## config.mk

```make
export PLATFORM = sky130hd
export DESIGN_NAME = can_cfg_device_flat
export DESIGN_NICKNAME = d
export VERILOG_FILES = /design/src/design/can_cfg_pkg.sv /design/src/design/can_cfg_if.sv /design/src/design/can_cfg_device.sv /design/src/flat_wrapper.sv
export SDC_FILE = /design/constraint.sdc
export NUM_CORES = 1
export LEC_CHECK = 0
export BUFFER_PORTS_ARGS = -buffer_cell sky130_fd_sc_hd__buf_2
export CAP_MARGIN = 20
export CORE_MARGIN = 3
export CORE_UTILIZATION = 55
export CTS_CLUSTER_SIZE = 16
export DETAILED_ROUTE_END_ITERATION = 16
export HOLD_SLACK_MARGIN = 0.03
export MAX_ROUTING_LAYER = met4
export PLACE_DENSITY = 0.75
export SYNTH_ARGS = -nofsm -noshare
export SYNTH_HDL_FRONTEND = slang
export SYNTH_SLANG_ARGS = --single-unit
```

## constraint.sdc

```tcl
create_clock -name clock -period 4.4 [get_ports clock]
set_clock_uncertainty 0.05 [all_clocks]
set_input_delay 0.22 -clock clock [delete_from_list [all_inputs] [get_ports clock]]
set_output_delay 0.22 -clock clock [all_outputs]
set_load 0.02 [all_outputs]
```

## src/design/can_cfg_pkg.sv

```systemverilog
/*
 * constants shared by both ends of the can configuration link:
 * control-area word indices, field positions, reset values, timing counts.
 * assumes a single 20 MHz clock domain for both ends.
 */
package can_cfg_pkg;
   // clock figure
   localparam int           CLOCK_PERIOD_NS = 50;
   // control area: eight 16-bit words, low byte (L) and high byte (H)
   localparam int           NUM_WORDS       = 8;
   localparam int           PTR_W           = 7;
   localparam logic [2:0]   W_MEDIA0        = 3'h0;  // L: media mask 0, H: media_arb_byte0
   localparam logic [2:0]   W_MEDIA1        = 3'h1;  // L: media mask 1, H: media_arb_byte1
   localparam logic [2:0]   W_TIMING        = 3'h2;  // L: prescale/sjw, H: segments
   localparam logic [2:0]   W_STD_MASK      = 3'h3;  // std_global_mask_hi / _lo
   localparam logic [2:0]   W_EXT_HI        = 3'h4;  // ext_global_mask_b0 / _b1
   localparam logic [2:0]   W_EXT_LO        = 3'h5;  // ext_global_mask_b2 / _b3
   localparam logic [2:0]   W_LAST_HI       = 3'h6;  // last_centre_mask_b0 / _b1
   localparam logic [2:0]   W_LAST_LO       = 3'h7;  // last_centre_mask_b2 / _b3
   localparam logic [15:0]  WORD_RESET      = 16'h0000;
   // bits that hold data; the rest read zero and ignore writes
   localparam logic [15:0]  STD_MASK_USED   = 16'hE0FF;
   localparam logic [15:0]  LOW29_USED      = 16'hF8FF;
   localparam logic [15:0]  FULL_USED       = 16'hFFFF;
   // timing word field positions
   localparam int           PRESCALE_LSB    = 0;
   localparam int           RJW_LSB         = 6;
   localparam int           PH1_LSB         = 8;
   localparam int           PH2_LSB         = 12;
   localparam int           TRIPLE_BIT      = 15;
   // timing counts
   localparam int           TRIPLE_EXTRA_CYCLES = 2;
   localparam logic [7:0]   TRIPLE_MIN_CODE     = 8'h03;  // prescale value 4
   // states of the bit timing sequencer
   typedef enum logic [1:0] {PH_SYNC, PH_SEG1, PH_EXTRA, PH_SEG2} bit_phase_t;
   // states of the host transfer sequencer
   typedef enum logic [1:0] {HS_IDLE, HS_PTR, HS_XFER, HS_WAIT} host_state_t;
endpackage : can_cfg_pkg

```

## src/design/can_cfg_if.sv

```systemverilog
/*
 * link between the host cpu end and the can controller end:
 * data pointer load, data buffer transfer, init bit and high prescale bits.
 * assumes both ends share one clock.
 */
`timescale 1ns/1ns
`default_nettype none
interface can_cfg_if;
   logic        ptr_load;       // load can_data_pointer
   logic [6:0]  ptr_value;      // dual-port word address
   logic        buf_write;      // write through can_data_buffer
   logic        buf_read;       // read through can_data_buffer
   logic [15:0] wdata;
   logic [15:0] rdata;
   logic        rvalid;         // read data valid, one cycle
   logic        software_init;  // software_init_bit of can_operation_register
   logic [1:0]  prescale_hi;    // prescale code bits 7:6
   modport dev  (input ptr_load, ptr_value, buf_write, buf_read, wdata, software_init,
                 prescale_hi, output rdata, rvalid);
   modport host (output ptr_load, ptr_value, buf_write, buf_read, wdata, software_init,
                 prescale_hi, input rdata, rvalid);
endinterface : can_cfg_if
`default_nettype wire

```

## src/design/can_cfg_device.sv

```systemverilog
/*
 * can controller configuration end: control-area words reached through
 * the data pointer and data buffer, bit timing sequencer with resync and
 * triple sampling, and the identifier / media acceptance test.
 * assumes the host end loads the pointer before each buffer transfer and
 * the receive pin arrives asynchronously.
 */
`timescale 1ns/1ns
`default_nettype none
// How it works
// - media test compares data bytes 0,1
// - media test off ignores media arbitration
// - writes only while software init set
// - resync step limited to code+1 quanta
// - prescale code plus one sets quantum
// - one sample or three with majority
// - triple sampling adds two clocks to seg1
// - no triple sampling below prescale four
// - phase2 is code plus one, zero invalid
// - phase1 is code plus one, zero invalid
// - standard mask for standard centres only
// - masking off needs exact identifier match
// - mask zero ignores, one requires equality
// - low five std mask bits unused
// - extended mask compares 29 bits
// - low three extended mask bits unused
// - zero global mask accepts everything
// - centre 15 uses own mask, 29/11
// - low three centre15 mask bits unused
// - zero centre15 mask accepts everything
// - byte compares under media mask bits
// - access only via pointer and buffer
module can_cfg_device
   import can_cfg_pkg::*;
(
   input  wire logic        clock,
   input  wire logic        rst,
   input  wire logic        ce,
   can_cfg_if.dev           link,
   input  wire logic        rx_pin,
   output logic             bit_value_q,
   output logic             bit_strobe_q,
   input  wire logic        cand_valid,
   input  wire logic        cand_last_centre,
   input  wire logic        cand_ext,
   input  wire logic        cand_mask_en,
   input  wire logic        cand_media_en,
   input  wire logic [28:0] cand_arb,
   input  wire logic        rx_ext,
   input  wire logic [28:0] rx_id,
   input  wire logic [7:0]  rx_byte0,
   input  wire logic [7:0]  rx_byte1,
   output logic             accept_q,
   output logic             accept_valid_q
);
   // bits of a word that store data
   function automatic logic [15:0] used_bits(input logic [2:0] idx);
      unique case (idx)
         W_STD_MASK: used_bits = STD_MASK_USED;
         W_EXT_LO:   used_bits = LOW29_USED;
         W_LAST_LO:  used_bits = LOW29_USED;
         default:    used_bits = FULL_USED;
      endcase
   endfunction : used_bits

   logic [15:0]     word_q [NUM_WORDS];
   logic [PTR_W-1:0] ptr_q;
   logic            in_ctrl;
   logic [15:0]     rdata_q;
   logic            rvalid_q;

   assign in_ctrl = (ptr_q[PTR_W-1:3] == '0);

   // data pointer
   always_ff @(posedge clock) begin
      if (rst) begin
         ptr_q <= '0;
      end else if (ce && link.ptr_load) begin
         ptr_q <= link.ptr_value;
      end
   end

   // control words, writable only during software init
   generate
      for (genvar i = 0; i < NUM_WORDS; i++) begin : g_word
         always_ff @(posedge clock) begin
            if (rst) begin
               word_q[i] <= WORD_RESET;
            end else if (ce && link.buf_write && link.software_init && in_ctrl
                         && ptr_q[2:0] == 3'(i)) begin
               word_q[i] <= link.wdata & used_bits(3'(i));
            end
         end
      end
   endgenerate

   // buffer reads, always permitted; outside the area reads zero
   always_ff @(posedge clock) begin
      if (rst) begin
         rdata_q  <= 16'h0000;
         rvalid_q <= 1'b0;
      end else if (ce) begin
         rvalid_q <= link.buf_read;
         if (link.buf_read) begin
            rdata_q <= in_ctrl ? word_q[ptr_q[2:0]] : 16'h0000;
         end
      end
   end
   assign link.rdata  = rdata_q;
   assign link.rvalid = rvalid_q;

   // timing fields
   logic [7:0] presc_code;
   logic [5:0] ph1_len;
   logic [3:0] ph2_len;
   logic [2:0] rjw;
   logic       triple;
   assign presc_code = {link.prescale_hi, word_q[W_TIMING][PRESCALE_LSB +: 6]};
   assign ph1_len    = 6'(word_q[W_TIMING][PH1_LSB +: 4]) + 6'h01;
   assign ph2_len    = 4'(word_q[W_TIMING][PH2_LSB +: 3]) + 4'h1;
   assign rjw        = 3'(word_q[W_TIMING][RJW_LSB +: 2]) + 3'h1;
   assign triple     = word_q[W_TIMING][TRIPLE_BIT];

   // receive pin synchroniser
   logic rx_m_q, rx_s_q, rx_prev_q;
   always_ff @(posedge clock) begin
      if (rst) begin
         rx_m_q    <= 1'b1;
         rx_s_q    <= 1'b1;
         rx_prev_q <= 1'b1;
      end else if (ce) begin
         rx_m_q    <= rx_pin;
         rx_s_q    <= rx_m_q;
         rx_prev_q <= rx_s_q;
      end
   end

   bit_phase_t phase_q;
   logic [7:0] tq_cnt_q;
   logic       tq_tick;
   logic       falling;
   assign tq_tick = (tq_cnt_q == presc_code);
   assign falling = rx_prev_q && !rx_s_q;

   // quantum prescaler, held during the triple-sample extension
   always_ff @(posedge clock) begin
      if (rst) begin
         tq_cnt_q <= 8'h00;
      end else if (ce) begin
         if (phase_q == PH_EXTRA || tq_tick) begin
            tq_cnt_q <= 8'h00;
         end else begin
            tq_cnt_q <= tq_cnt_q + 8'h01;
         end
      end
   end

   logic [5:0] qcnt_q;
   logic [5:0] seg1_lim_q;
   logic [3:0] seg2_lim_q;
   logic       resynced_q;
   logic [1:0] extra_q;
   logic [2:0] smp_q;
   logic [5:0] err;
   logic [3:0] remain;
   assign err    = (qcnt_q + 6'h01 < 6'(rjw)) ? qcnt_q + 6'h01 : 6'(rjw);
   assign remain = seg2_lim_q - qcnt_q[3:0];

   // bit sequencer: sync quantum, phase 1, optional extension, phase 2
   always_ff @(posedge clock) begin
      if (rst) begin
         phase_q      <= PH_SYNC;
         qcnt_q       <= 6'h00;
         seg1_lim_q   <= 6'h01;
         seg2_lim_q   <= 4'h1;
         resynced_q   <= 1'b0;
         extra_q      <= 2'h0;
         smp_q        <= 3'h0;
         bit_value_q  <= 1'b1;
         bit_strobe_q <= 1'b0;
      end else if (ce) begin
         bit_strobe_q <= 1'b0;
         unique case (phase_q)
            PH_SYNC: begin
               resynced_q <= 1'b0;
               if (tq_tick) begin
                  phase_q    <= PH_SEG1;
                  qcnt_q     <= 6'h00;
                  seg1_lim_q <= ph1_len;
                  seg2_lim_q <= ph2_len;
               end
            end
            PH_SEG1: begin
               if (falling && !resynced_q) begin
                  seg1_lim_q <= seg1_lim_q + err;
                  resynced_q <= 1'b1;
               end else if (tq_tick) begin
                  if (qcnt_q + 6'h01 >= seg1_lim_q) begin
                     qcnt_q   <= 6'h00;
                     smp_q[0] <= rx_s_q;
                     if (triple) begin
                        phase_q <= PH_EXTRA;
                        extra_q <= 2'h0;
                     end else begin
                        phase_q      <= PH_SEG2;
                        bit_value_q  <= rx_s_q;
                        bit_strobe_q <= 1'b1;
                     end
                  end else begin
                     qcnt_q <= qcnt_q + 6'h01;
                  end
               end
            end
            PH_EXTRA: begin
               smp_q[extra_q + 2'h1] <= rx_s_q;
               extra_q <= extra_q + 2'h1;
               if (extra_q == 2'(TRIPLE_EXTRA_CYCLES - 1)) begin
                  phase_q      <= PH_SEG2;
                  bit_strobe_q <= 1'b1;
                  bit_value_q  <= (smp_q[0] & smp_q[1]) | (smp_q[0] & rx_s_q)
                                  | (smp_q[1] & rx_s_q);
               end
            end
            PH_SEG2: begin
               if (falling && !resynced_q) begin
                  resynced_q <= 1'b1;
                  if (remain <= 4'(rjw)) begin
                     phase_q    <= PH_SEG1;  // edge ends the bit early
                     qcnt_q     <= 6'h00;
                     seg1_lim_q <= ph1_len;
                     seg2_lim_q <= ph2_len;
                  end else begin
                     seg2_lim_q <= seg2_lim_q - 4'(rjw);
                  end
               end else if (tq_tick) begin
                  if (qcnt_q[3:0] + 4'h1 >= seg2_lim_q) begin
                     phase_q <= PH_SYNC;
                     qcnt_q  <= 6'h00;
                  end else begin
                     qcnt_q <= qcnt_q + 6'h01;
                  end
               end
            end
         endcase
      end
   end

   // acceptance masks
   logic [10:0] std_mask;
   logic [28:0] ext_mask, last_mask, mask29, diff;
   logic        id_ok, media_ok;
   assign std_mask  = {word_q[W_STD_MASK][7:0], word_q[W_STD_MASK][15:13]};
   assign ext_mask  = {word_q[W_EXT_HI][7:0], word_q[W_EXT_HI][15:8],
                       word_q[W_EXT_LO][7:0], word_q[W_EXT_LO][15:11]};
   assign last_mask = {word_q[W_LAST_HI][7:0], word_q[W_LAST_HI][15:8],
                       word_q[W_LAST_LO][7:0], word_q[W_LAST_LO][15:11]};
   assign diff      = rx_id ^ cand_arb;

   // identifier and media tests, one verdict per candidate
   always_comb begin
      if (!cand_mask_en) begin
         mask29 = '1;
      end else if (cand_last_centre) begin
         mask29 = last_mask;
      end else if (cand_ext) begin
         mask29 = ext_mask;
      end else begin
         mask29 = {std_mask, 18'h00000};
      end
      if (cand_ext) begin
         id_ok = ((diff & mask29) == '0);
      end else begin
         id_ok = ((diff[28:18] & mask29[28:18]) == '0);
      end
      media_ok = !cand_media_en
                 || ((((rx_byte0 ^ word_q[W_MEDIA0][15:8]) & word_q[W_MEDIA0][7:0]) == 8'h00)
                 && (((rx_byte1 ^ word_q[W_MEDIA1][15:8]) & word_q[W_MEDIA1][7:0]) == 8'h00));
   end

   // registered verdict
   always_ff @(posedge clock) begin
      if (rst) begin
         accept_q       <= 1'b0;
         accept_valid_q <= 1'b0;
      end else if (ce) begin
         accept_valid_q <= cand_valid;
         if (cand_valid) begin
            accept_q <= (cand_ext == rx_ext) && id_ok && media_ok;
         end
      end
   end
endmodule : can_cfg_device
`default_nettype wire

```

## src/flat_wrapper.sv

```systemverilog
// flat-port wrapper written by rule: the top's interface ports become plain ports
module can_cfg_device_flat import can_cfg_pkg::*;
  (clock, rst, ce, rx_pin, bit_value_q, bit_strobe_q, cand_valid, cand_last_centre, cand_ext, cand_mask_en, cand_media_en, cand_arb, rx_ext, rx_id, rx_byte0, rx_byte1, accept_q, accept_valid_q, link_ptr_load, link_ptr_value, link_buf_write, link_buf_read, link_wdata, link_software_init, link_prescale_hi, link_rdata, link_rvalid);
  can_cfg_if link_i ();
  input  wire logic clock;
  input  wire logic rst;
  input  wire logic ce;
  input  wire logic rx_pin;
  output logic bit_value_q;
  output logic bit_strobe_q;
  input  wire logic cand_valid;
  input  wire logic cand_last_centre;
  input  wire logic cand_ext;
  input  wire logic cand_mask_en;
  input  wire logic cand_media_en;
  input  wire logic [28:0] cand_arb;
  input  wire logic rx_ext;
  input  wire logic [28:0] rx_id;
  input  wire logic [7:0] rx_byte0;
  input  wire logic [7:0] rx_byte1;
  output logic accept_q;
  output logic accept_valid_q;
  input wire logic [$bits(link_i.ptr_load)-1:0] link_ptr_load;
  input wire logic [$bits(link_i.ptr_value)-1:0] link_ptr_value;
  input wire logic [$bits(link_i.buf_write)-1:0] link_buf_write;
  input wire logic [$bits(link_i.buf_read)-1:0] link_buf_read;
  input wire logic [$bits(link_i.wdata)-1:0] link_wdata;
  input wire logic [$bits(link_i.software_init)-1:0] link_software_init;
  input wire logic [$bits(link_i.prescale_hi)-1:0] link_prescale_hi;
  output wire logic [$bits(link_i.rdata)-1:0] link_rdata;
  output wire logic [$bits(link_i.rvalid)-1:0] link_rvalid;
  assign link_i.ptr_load = link_ptr_load;
  assign link_i.ptr_value = link_ptr_value;
  assign link_i.buf_write = link_buf_write;
  assign link_i.buf_read = link_buf_read;
  assign link_i.wdata = link_wdata;
  assign link_i.software_init = link_software_init;
  assign link_i.prescale_hi = link_prescale_hi;
  assign link_rdata = link_i.rdata;
  assign link_rvalid = link_i.rvalid;
  can_cfg_device u_core (.clock(clock), .rst(rst), .ce(ce), .link(link_i), .rx_pin(rx_pin), .bit_value_q(bit_value_q), .bit_strobe_q(bit_strobe_q), .cand_valid(cand_valid), .cand_last_centre(cand_last_centre), .cand_ext(cand_ext), .cand_mask_en(cand_mask_en), .cand_media_en(cand_media_en), .cand_arb(cand_arb), .rx_ext(rx_ext), .rx_id(rx_id), .rx_byte0(rx_byte0), .rx_byte1(rx_byte1), .accept_q(accept_q), .accept_valid_q(accept_valid_q));
endmodule
```

=== After elaboration in Yosys (flattened, before gate mapping) ===
Memory sizes are Yosys's and may differ from the RTL's. A register that Yosys moved wholly into a read port is not among the register bits.
Cells that the tools add are included.

* Bitwise gates (word level): 20
* Add/subtract/negate cells: 10
* Magnitude comparators: 6
* Reductions and logical operators: 46
* Multiplexer cells: 98
* Eq/ne operators: 27

{| class="wikitable"
|+ Operator list
! kind !! count
|-
| $mux W16 || 9
|-
| $mux W29 || 3
|-
| $mux W6 || 13
|-
| $mux W1 || 43
|-
| $pmux W6 S3 || 2
|-
| $and A29 B29 Y29 || 1
|-
| $logic_not A29 Y1 || 1
|-
| $xor A29 B29 Y29 || 1
|-
| $mux W2 || 13
|-
| $logic_and A1 B1 Y1 || 18
|-
| $and A8 B8 Y8 || 2
|-
| $logic_not A8 Y1 || 2
|-
| $ne A2 B1 Y1 const B || 8
|-
| $xor A8 B8 Y8 || 2
|-
| $reduce_and A7 Y1 || 2
|-
| $eq A3 B3 Y1 const B || 4
|-
| $mux W4 || 3
|-
| $reduce_and A6 Y1 || 2
|-
| $and A11 B11 Y11 || 1
|-
| $logic_not A11 Y1 || 1
|-
| $or A1 B1 Y1 || 10
|-
| $reduce_and A9 Y1 || 1
|-
| $add A8 B1 Y8 const B || 1
|-
| $eq A8 B8 Y1 || 1
|-
| other kinds (44) || 63
|}

* Memory bits (writable): 128
* Logic and storage cells: 227
* Input bits: 113
* Memories kept: 1
* Flip-flop bits (word level): 63
* Output and inout bits: 21

{| class="wikitable"
|+ Memories
! name !! depth !! width !! read ports !! clocked after memory_dff !! wr ports !! RTL line !! text
|-
| u_core.word_q || 8 || 16 || 9 || 1 || 8 || can_cfg_device.sv:66 || <nowiki>logic [15:0] word_q [NUM_WORDS];</nowiki>
|}

=== Longest topological paths before layout ===
An unclocked memory read counts as a cell.

* Word-level depth: 9
* Mapped depth: 17
* Gate-level depth less buffers: 17

=== Worst setup path after synthesis ===
OpenSTA, ideal clock, no wires.

* Path kind: register to register
* Start: mem u_core.word_q[2][6]
* End: reg u_core.seg1_lim_q[4]
* Arrival: 3426 ps
* Slack: 790 ps
* Stages on the path, launching flop included: 16
* Required time: 4216 ps
* Cells stage by stage: edfxtp_1 > ha_1 > inv_1 > ha_1 > a21boi_0 > o21ai_0 > nand2_1 > nor4_1 > mux2i_1 > ha_1 > fa_1 > a21o_1 > a21oi_1 > xnor2_1 > a211oi_1 > a211oi_1

{| class="wikitable"
|+ RTL lines
! element !! RTL line !! text
|-
| from (decl) || can_cfg_device.sv:66 ||
|-
| to (signal assigned) || can_cfg_device.sv:189 || <nowiki>seg1_lim_q <= ph1_len;</nowiki>
|-
| to (signal assigned) || can_cfg_device.sv:195 || <nowiki>seg1_lim_q <= seg1_lim_q + err;</nowiki>
|-
| to (signal assigned) || can_cfg_device.sv:230 || <nowiki>seg1_lim_q <= ph1_len;</nowiki>
|-
| to (decl) || can_cfg_device.sv:159 || <nowiki>logic [5:0] seg1_lim_q;</nowiki>
|}

==> metrics.md <==
| Metric | Value |
|---|---|
| Status | `finished, final reports clean` |
| Die ar. | `20200 sq um` |
| CTS Sinks | `182` |
| Static leakage | `4.73 nW` |
| Largest net degree at the start of global routing | `51` |
| Warnings from Yosys | `0` |
| Vias | `7860` |
| Crit. End Element | `register` |
| Die height | `142 um` |
| Die width | `142 um` |
| RSZ-0062 raised after global routing | `no` |
| Total track usage | `27.0%` |
| Final period util | `84.8%` |
| Hold Crit Depth | `3` |
| Port Buffer Count | `133` |
| Gpl congestion | `0.925` |
| Initial antenna violation count | `0` |
| Drt wl/cell | `20.1 um` |
| Top Ports | `134` |
| Hold_ws | `0.0450 ns` |
| Detailed placement HPWL | `19100 um` |
| Synth async-reset ratio | `0%` |
| Skew-Pair Late Insertion Delay | `0.43 ns` |
| Post-route worst setup slack | `0.671 ns` |
| Share of layout cells above drive strength 1 | `21.1%` |
| Vias per cell | `5.95` |
| Maxcap violations | `0` |
| Register clock-pin slew on the reported worst setup and hold paths | `0.07 ns` |
| Worst r2r path cells | `18` |
| Initial Utilization | `56.3%` |
| Final net count | `1230` |
| Post-synth cell types | `63` |
| Post-synth EDFFs | `117` |
| Worst IR Drop VDD | `0.311 mV` |
| Power density over cell area | `349 nW/um^2` |
| DRC | `0` |
| Mapped Area | `10200 sq um` |
| Crit Path Class | `register to register` |
| CP Launch Type | `register` |
| Rel. slew slack | `26.4%` |
| Clock tree buffer depth | `2` |
| Drt pass-1 iters | `5` |
| # fillers | `1422` |
| CTS tree | `built` |
| Gr ovfl total | `0` |
| Fin. Hold Viols | `0` |
| Placed inst area | `11100 sq um` |
| Area grow syn2layout | `16.0%` |
| Cts bufs inserted | `17` |
| Minimum clock period | `3.73 ns` |
| Fin. max-slew vios | `0` |
| Fmax | `268 MHz` |
| Core region area | `18100 sq um` |
| Required time worst endpoint | `4.71 ns` |
| Aggregate routed wire length | `26500 um` |
| Final ANT Viol Nets | `0` |
| Core Rows | `49` |
| Diode count | `0` |
| Data arrival, critical path | `4.03 ns` |
| Mapped Cells | `951` |
| Setup Fix Bufs, Post-CTS | `0` |
| Yosys reg bits | `182` |
| Post-layout instance area | `11800 sq um` |
| H-tree depth | `4` |
| Slew at the pin closest to its max-slew limit | `1.10 ns` |
| First-pass GRT wire length | `40500 um` |
| CP max FO | `5` |
| Ys flop type | `edfxtp_1` |
| Number of global-route vias before repair | `7466` |
| CTS root buffer | `clkbuf_16` |
| Synthesized area per cell | `10.7 sq um` |
| Final Setup Violations | `0` |
| DP Worst Slack | `0.713 ns` |
| Iteration-0 DRC count of the detailed router | `708` |
| Final setup TNS | `0 ns` |
| Seq/Total Area, Yosys | `47.3%` |
| Hold crit path type | `input pin to register` |
==> routing by layer <==
metal / wire [um] / GRT usage, % / vias to the layer above / share of wire, %
met5: 0 / - / - / 0
met4: 615 / 8.23 / 0 / 2.3
met3: 1960 / 4.77 / 42 / 7.4
met2: 12700 / 41.4 / 325 / 48
li1: - / - / 3679 / -
met1: 11300 / 37.0 / 3814 / 42
==> per-stage QoR <==
| stage | cells | total power, mW | utilization (%) |
|---|---|---|---|
| 2_1_floorplan | 952 | 2.20 | - |
| 3_3_place_gp | 1281 | 2.37 | 61.1 |
| 4_1_cts | 1318 | 4.11 | 65.2 |
| 6_report | 1320 | 4.12 | 65.3 |
| 5_1_grt | 1320 | 4.23 | 65.3 |
| 3_5_place_dp | 1281 | 2.38 | 61.1 |
==> synthesized netlist by cell type, types with 3 or more instances <==
library cell | instances | area [sq um]
o21ai_0 | 38 | 190
mux2_2 | 13 | 146
xnor2_1 | 35 | 307
xor2_1 | 38 | 333
nor2_1 | 64 | 240
o22ai_1 | 4 | 25.0
a211oi_1 | 7 | 52.6
ha_1 | 36 | 450
mux4_2 | 24 | 541
buf_2 | 9 | 45.0
nand2b_1 | 8 | 50.1
a21oi_1 | 62 | 310
clkbuf_1 | 35 | 131
o21ai_1 | 6 | 30.0
a21o_1 | 5 | 37.5
a31oi_1 | 6 | 37.5
dfxtp_1 | 65 | 1300
a22o_1 | 5 | 43.8
inv_1 | 31 | 116
nor3_2 | 4 | 40.0
nor4_1 | 7 | 43.8
nand2_1 | 67 | 251
fa_1 | 3 | 60.1
mux2i_1 | 32 | 320
nor2b_1 | 6 | 37.5
nand3b_1 | 5 | 37.5
nand3_1 | 20 | 100
nand4_1 | 12 | 75.1
a22oi_1 | 20 | 150
edfxtp_1 | 117 | 3510
o211ai_1 | 7 | 52.6
and2_1 | 118 | 738
and3_1 | 3 | 18.8
==> cells by family (layout without fill, tap and decap cells) <==
logic type                 Yosys count  in the layout  share of synthesized area (%)
and+or+nand+nor                    326            326                           16.9
AOI/OAI and AO/OA                  183            183                           11.5
DFF                                182            182                           47.3
buffers and inverters               77            216                           2.95
xor gates and xnor gates            73             73                           6.28
muxes                               69             69                           9.89
adders and majority gates           40             40                           5.15
other                                1              2                         0.0368
==> final cells by class <==
class	instances	area, sq um	share of cell area [%]
flip-flops and latches	182	4820	40.8
well taps	229	287	2.43
repair buffers	153	832	7.05
inverters	31	116	0.985
clock buffers	19	443	3.75
clock inverters	13	243	2.06
multi-input cells	693	5070	43.0
==> power by group <==
| part | leakage (nW) | internal (mW) | total [mW] | switching, mW |
|---|---|---|---|---|
| Clock | 0.330 | 1.09 | 1.76 | 0.673 |
| Combinational | 2.66 | 0.183 | 0.429 | 0.246 |
| Sequential | 1.74 | 1.87 | 1.92 | 0.0527 |
| Total | 4.73 | 3.15 | 4.12 | 0.971 |
==> worst paths after layout <==
path,from,endpoint,slack (ns)
setup reg to reg,u_core.word_q[2][6]$_SDFFCE_PN0P_,u_core.seg1_lim_q[5]$_SDFFE_PP0P_,0.67
hold reg to reg,u_core.link.rdata[12]$_SDFFE_PP0P_,u_core.link.rdata[12]$_SDFFE_PP0P_,0.40
setup / recovery,u_core.word_q[2][6]$_SDFFCE_PN0P_,u_core.seg1_lim_q[5]$_SDFFE_PP0P_,0.67
hold / removal,link_ptr_value[6],u_core.ptr_q[6]$_SDFFE_PP0P_,0.05
==> flip-flops by register name, indices dropped and copies added (netlist names), 2 cells and up, named ones only <==
name and count:
u_core.extra_q 2, u_core.link.rdata 16, u_core.phase_q 2, u_core.ptr_q 7
u_core.qcnt_q 6, u_core.seg1_lim_q 6, u_core.seg2_lim_q 4, u_core.smp_q 2
u_core.tq_cnt_q 8, u_core.word_q 117
==> layout by cell type, fill, tap and decap left out, drive strengths merged, types with 6 or more instances in the layout <==
master | Yosys | final
dfxtp | 65 | 65
inv | 31 | 34
nor4 | 7 | 7
a21oi | 63 | 63
o21ai | 44 | 44
and2 | 118 | 118
edfxtp | 117 | 117
mux4 | 24 | 24
buf | 11 | 148
mux2i | 32 | 32
a211oi | 8 | 8
a31oi | 6 | 6
ha | 36 | 36
nor2b | 6 | 6
o211ai | 7 | 7
bufinv | 0 | 6
mux2 | 13 | 13
nand4 | 12 | 12
nor2 | 64 | 64
nand2b | 8 | 8
clkbuf | 35 | 19
nand2 | 67 | 67
a22oi | 20 | 20
xor2 | 38 | 38
nor3 | 7 | 7
nand3 | 21 | 21
xnor2 | 35 | 35
==> worst max-delay path: stages, from the launching register on <==
cell and delay (ns):
edfxtp_1 0.43, ha_1 0.32, inv_1 0.18, ha_1 0.26
a21boi_0 0.12, o21ai_0 0.16, nand2_1 0.07, nor4_1 0.28
buf_4 0.18, nand2_1 0.05, o21ai_0 0.18, ha_1 0.31
a21o_1 0.15, a21oi_1 0.22, nor2b_1 0.07, o21ai_0 0.23
and3_1 0.20, o21ai_1 0.06, a21oi_1 0.15
==> what timing repair did <==
item                                   CTS  global route
endpoints found under the hold margin    5             0
gates resized for setup                  0             0
hold buffers                             5             0
No activity file was read; power rests on OpenSTA's default activity.
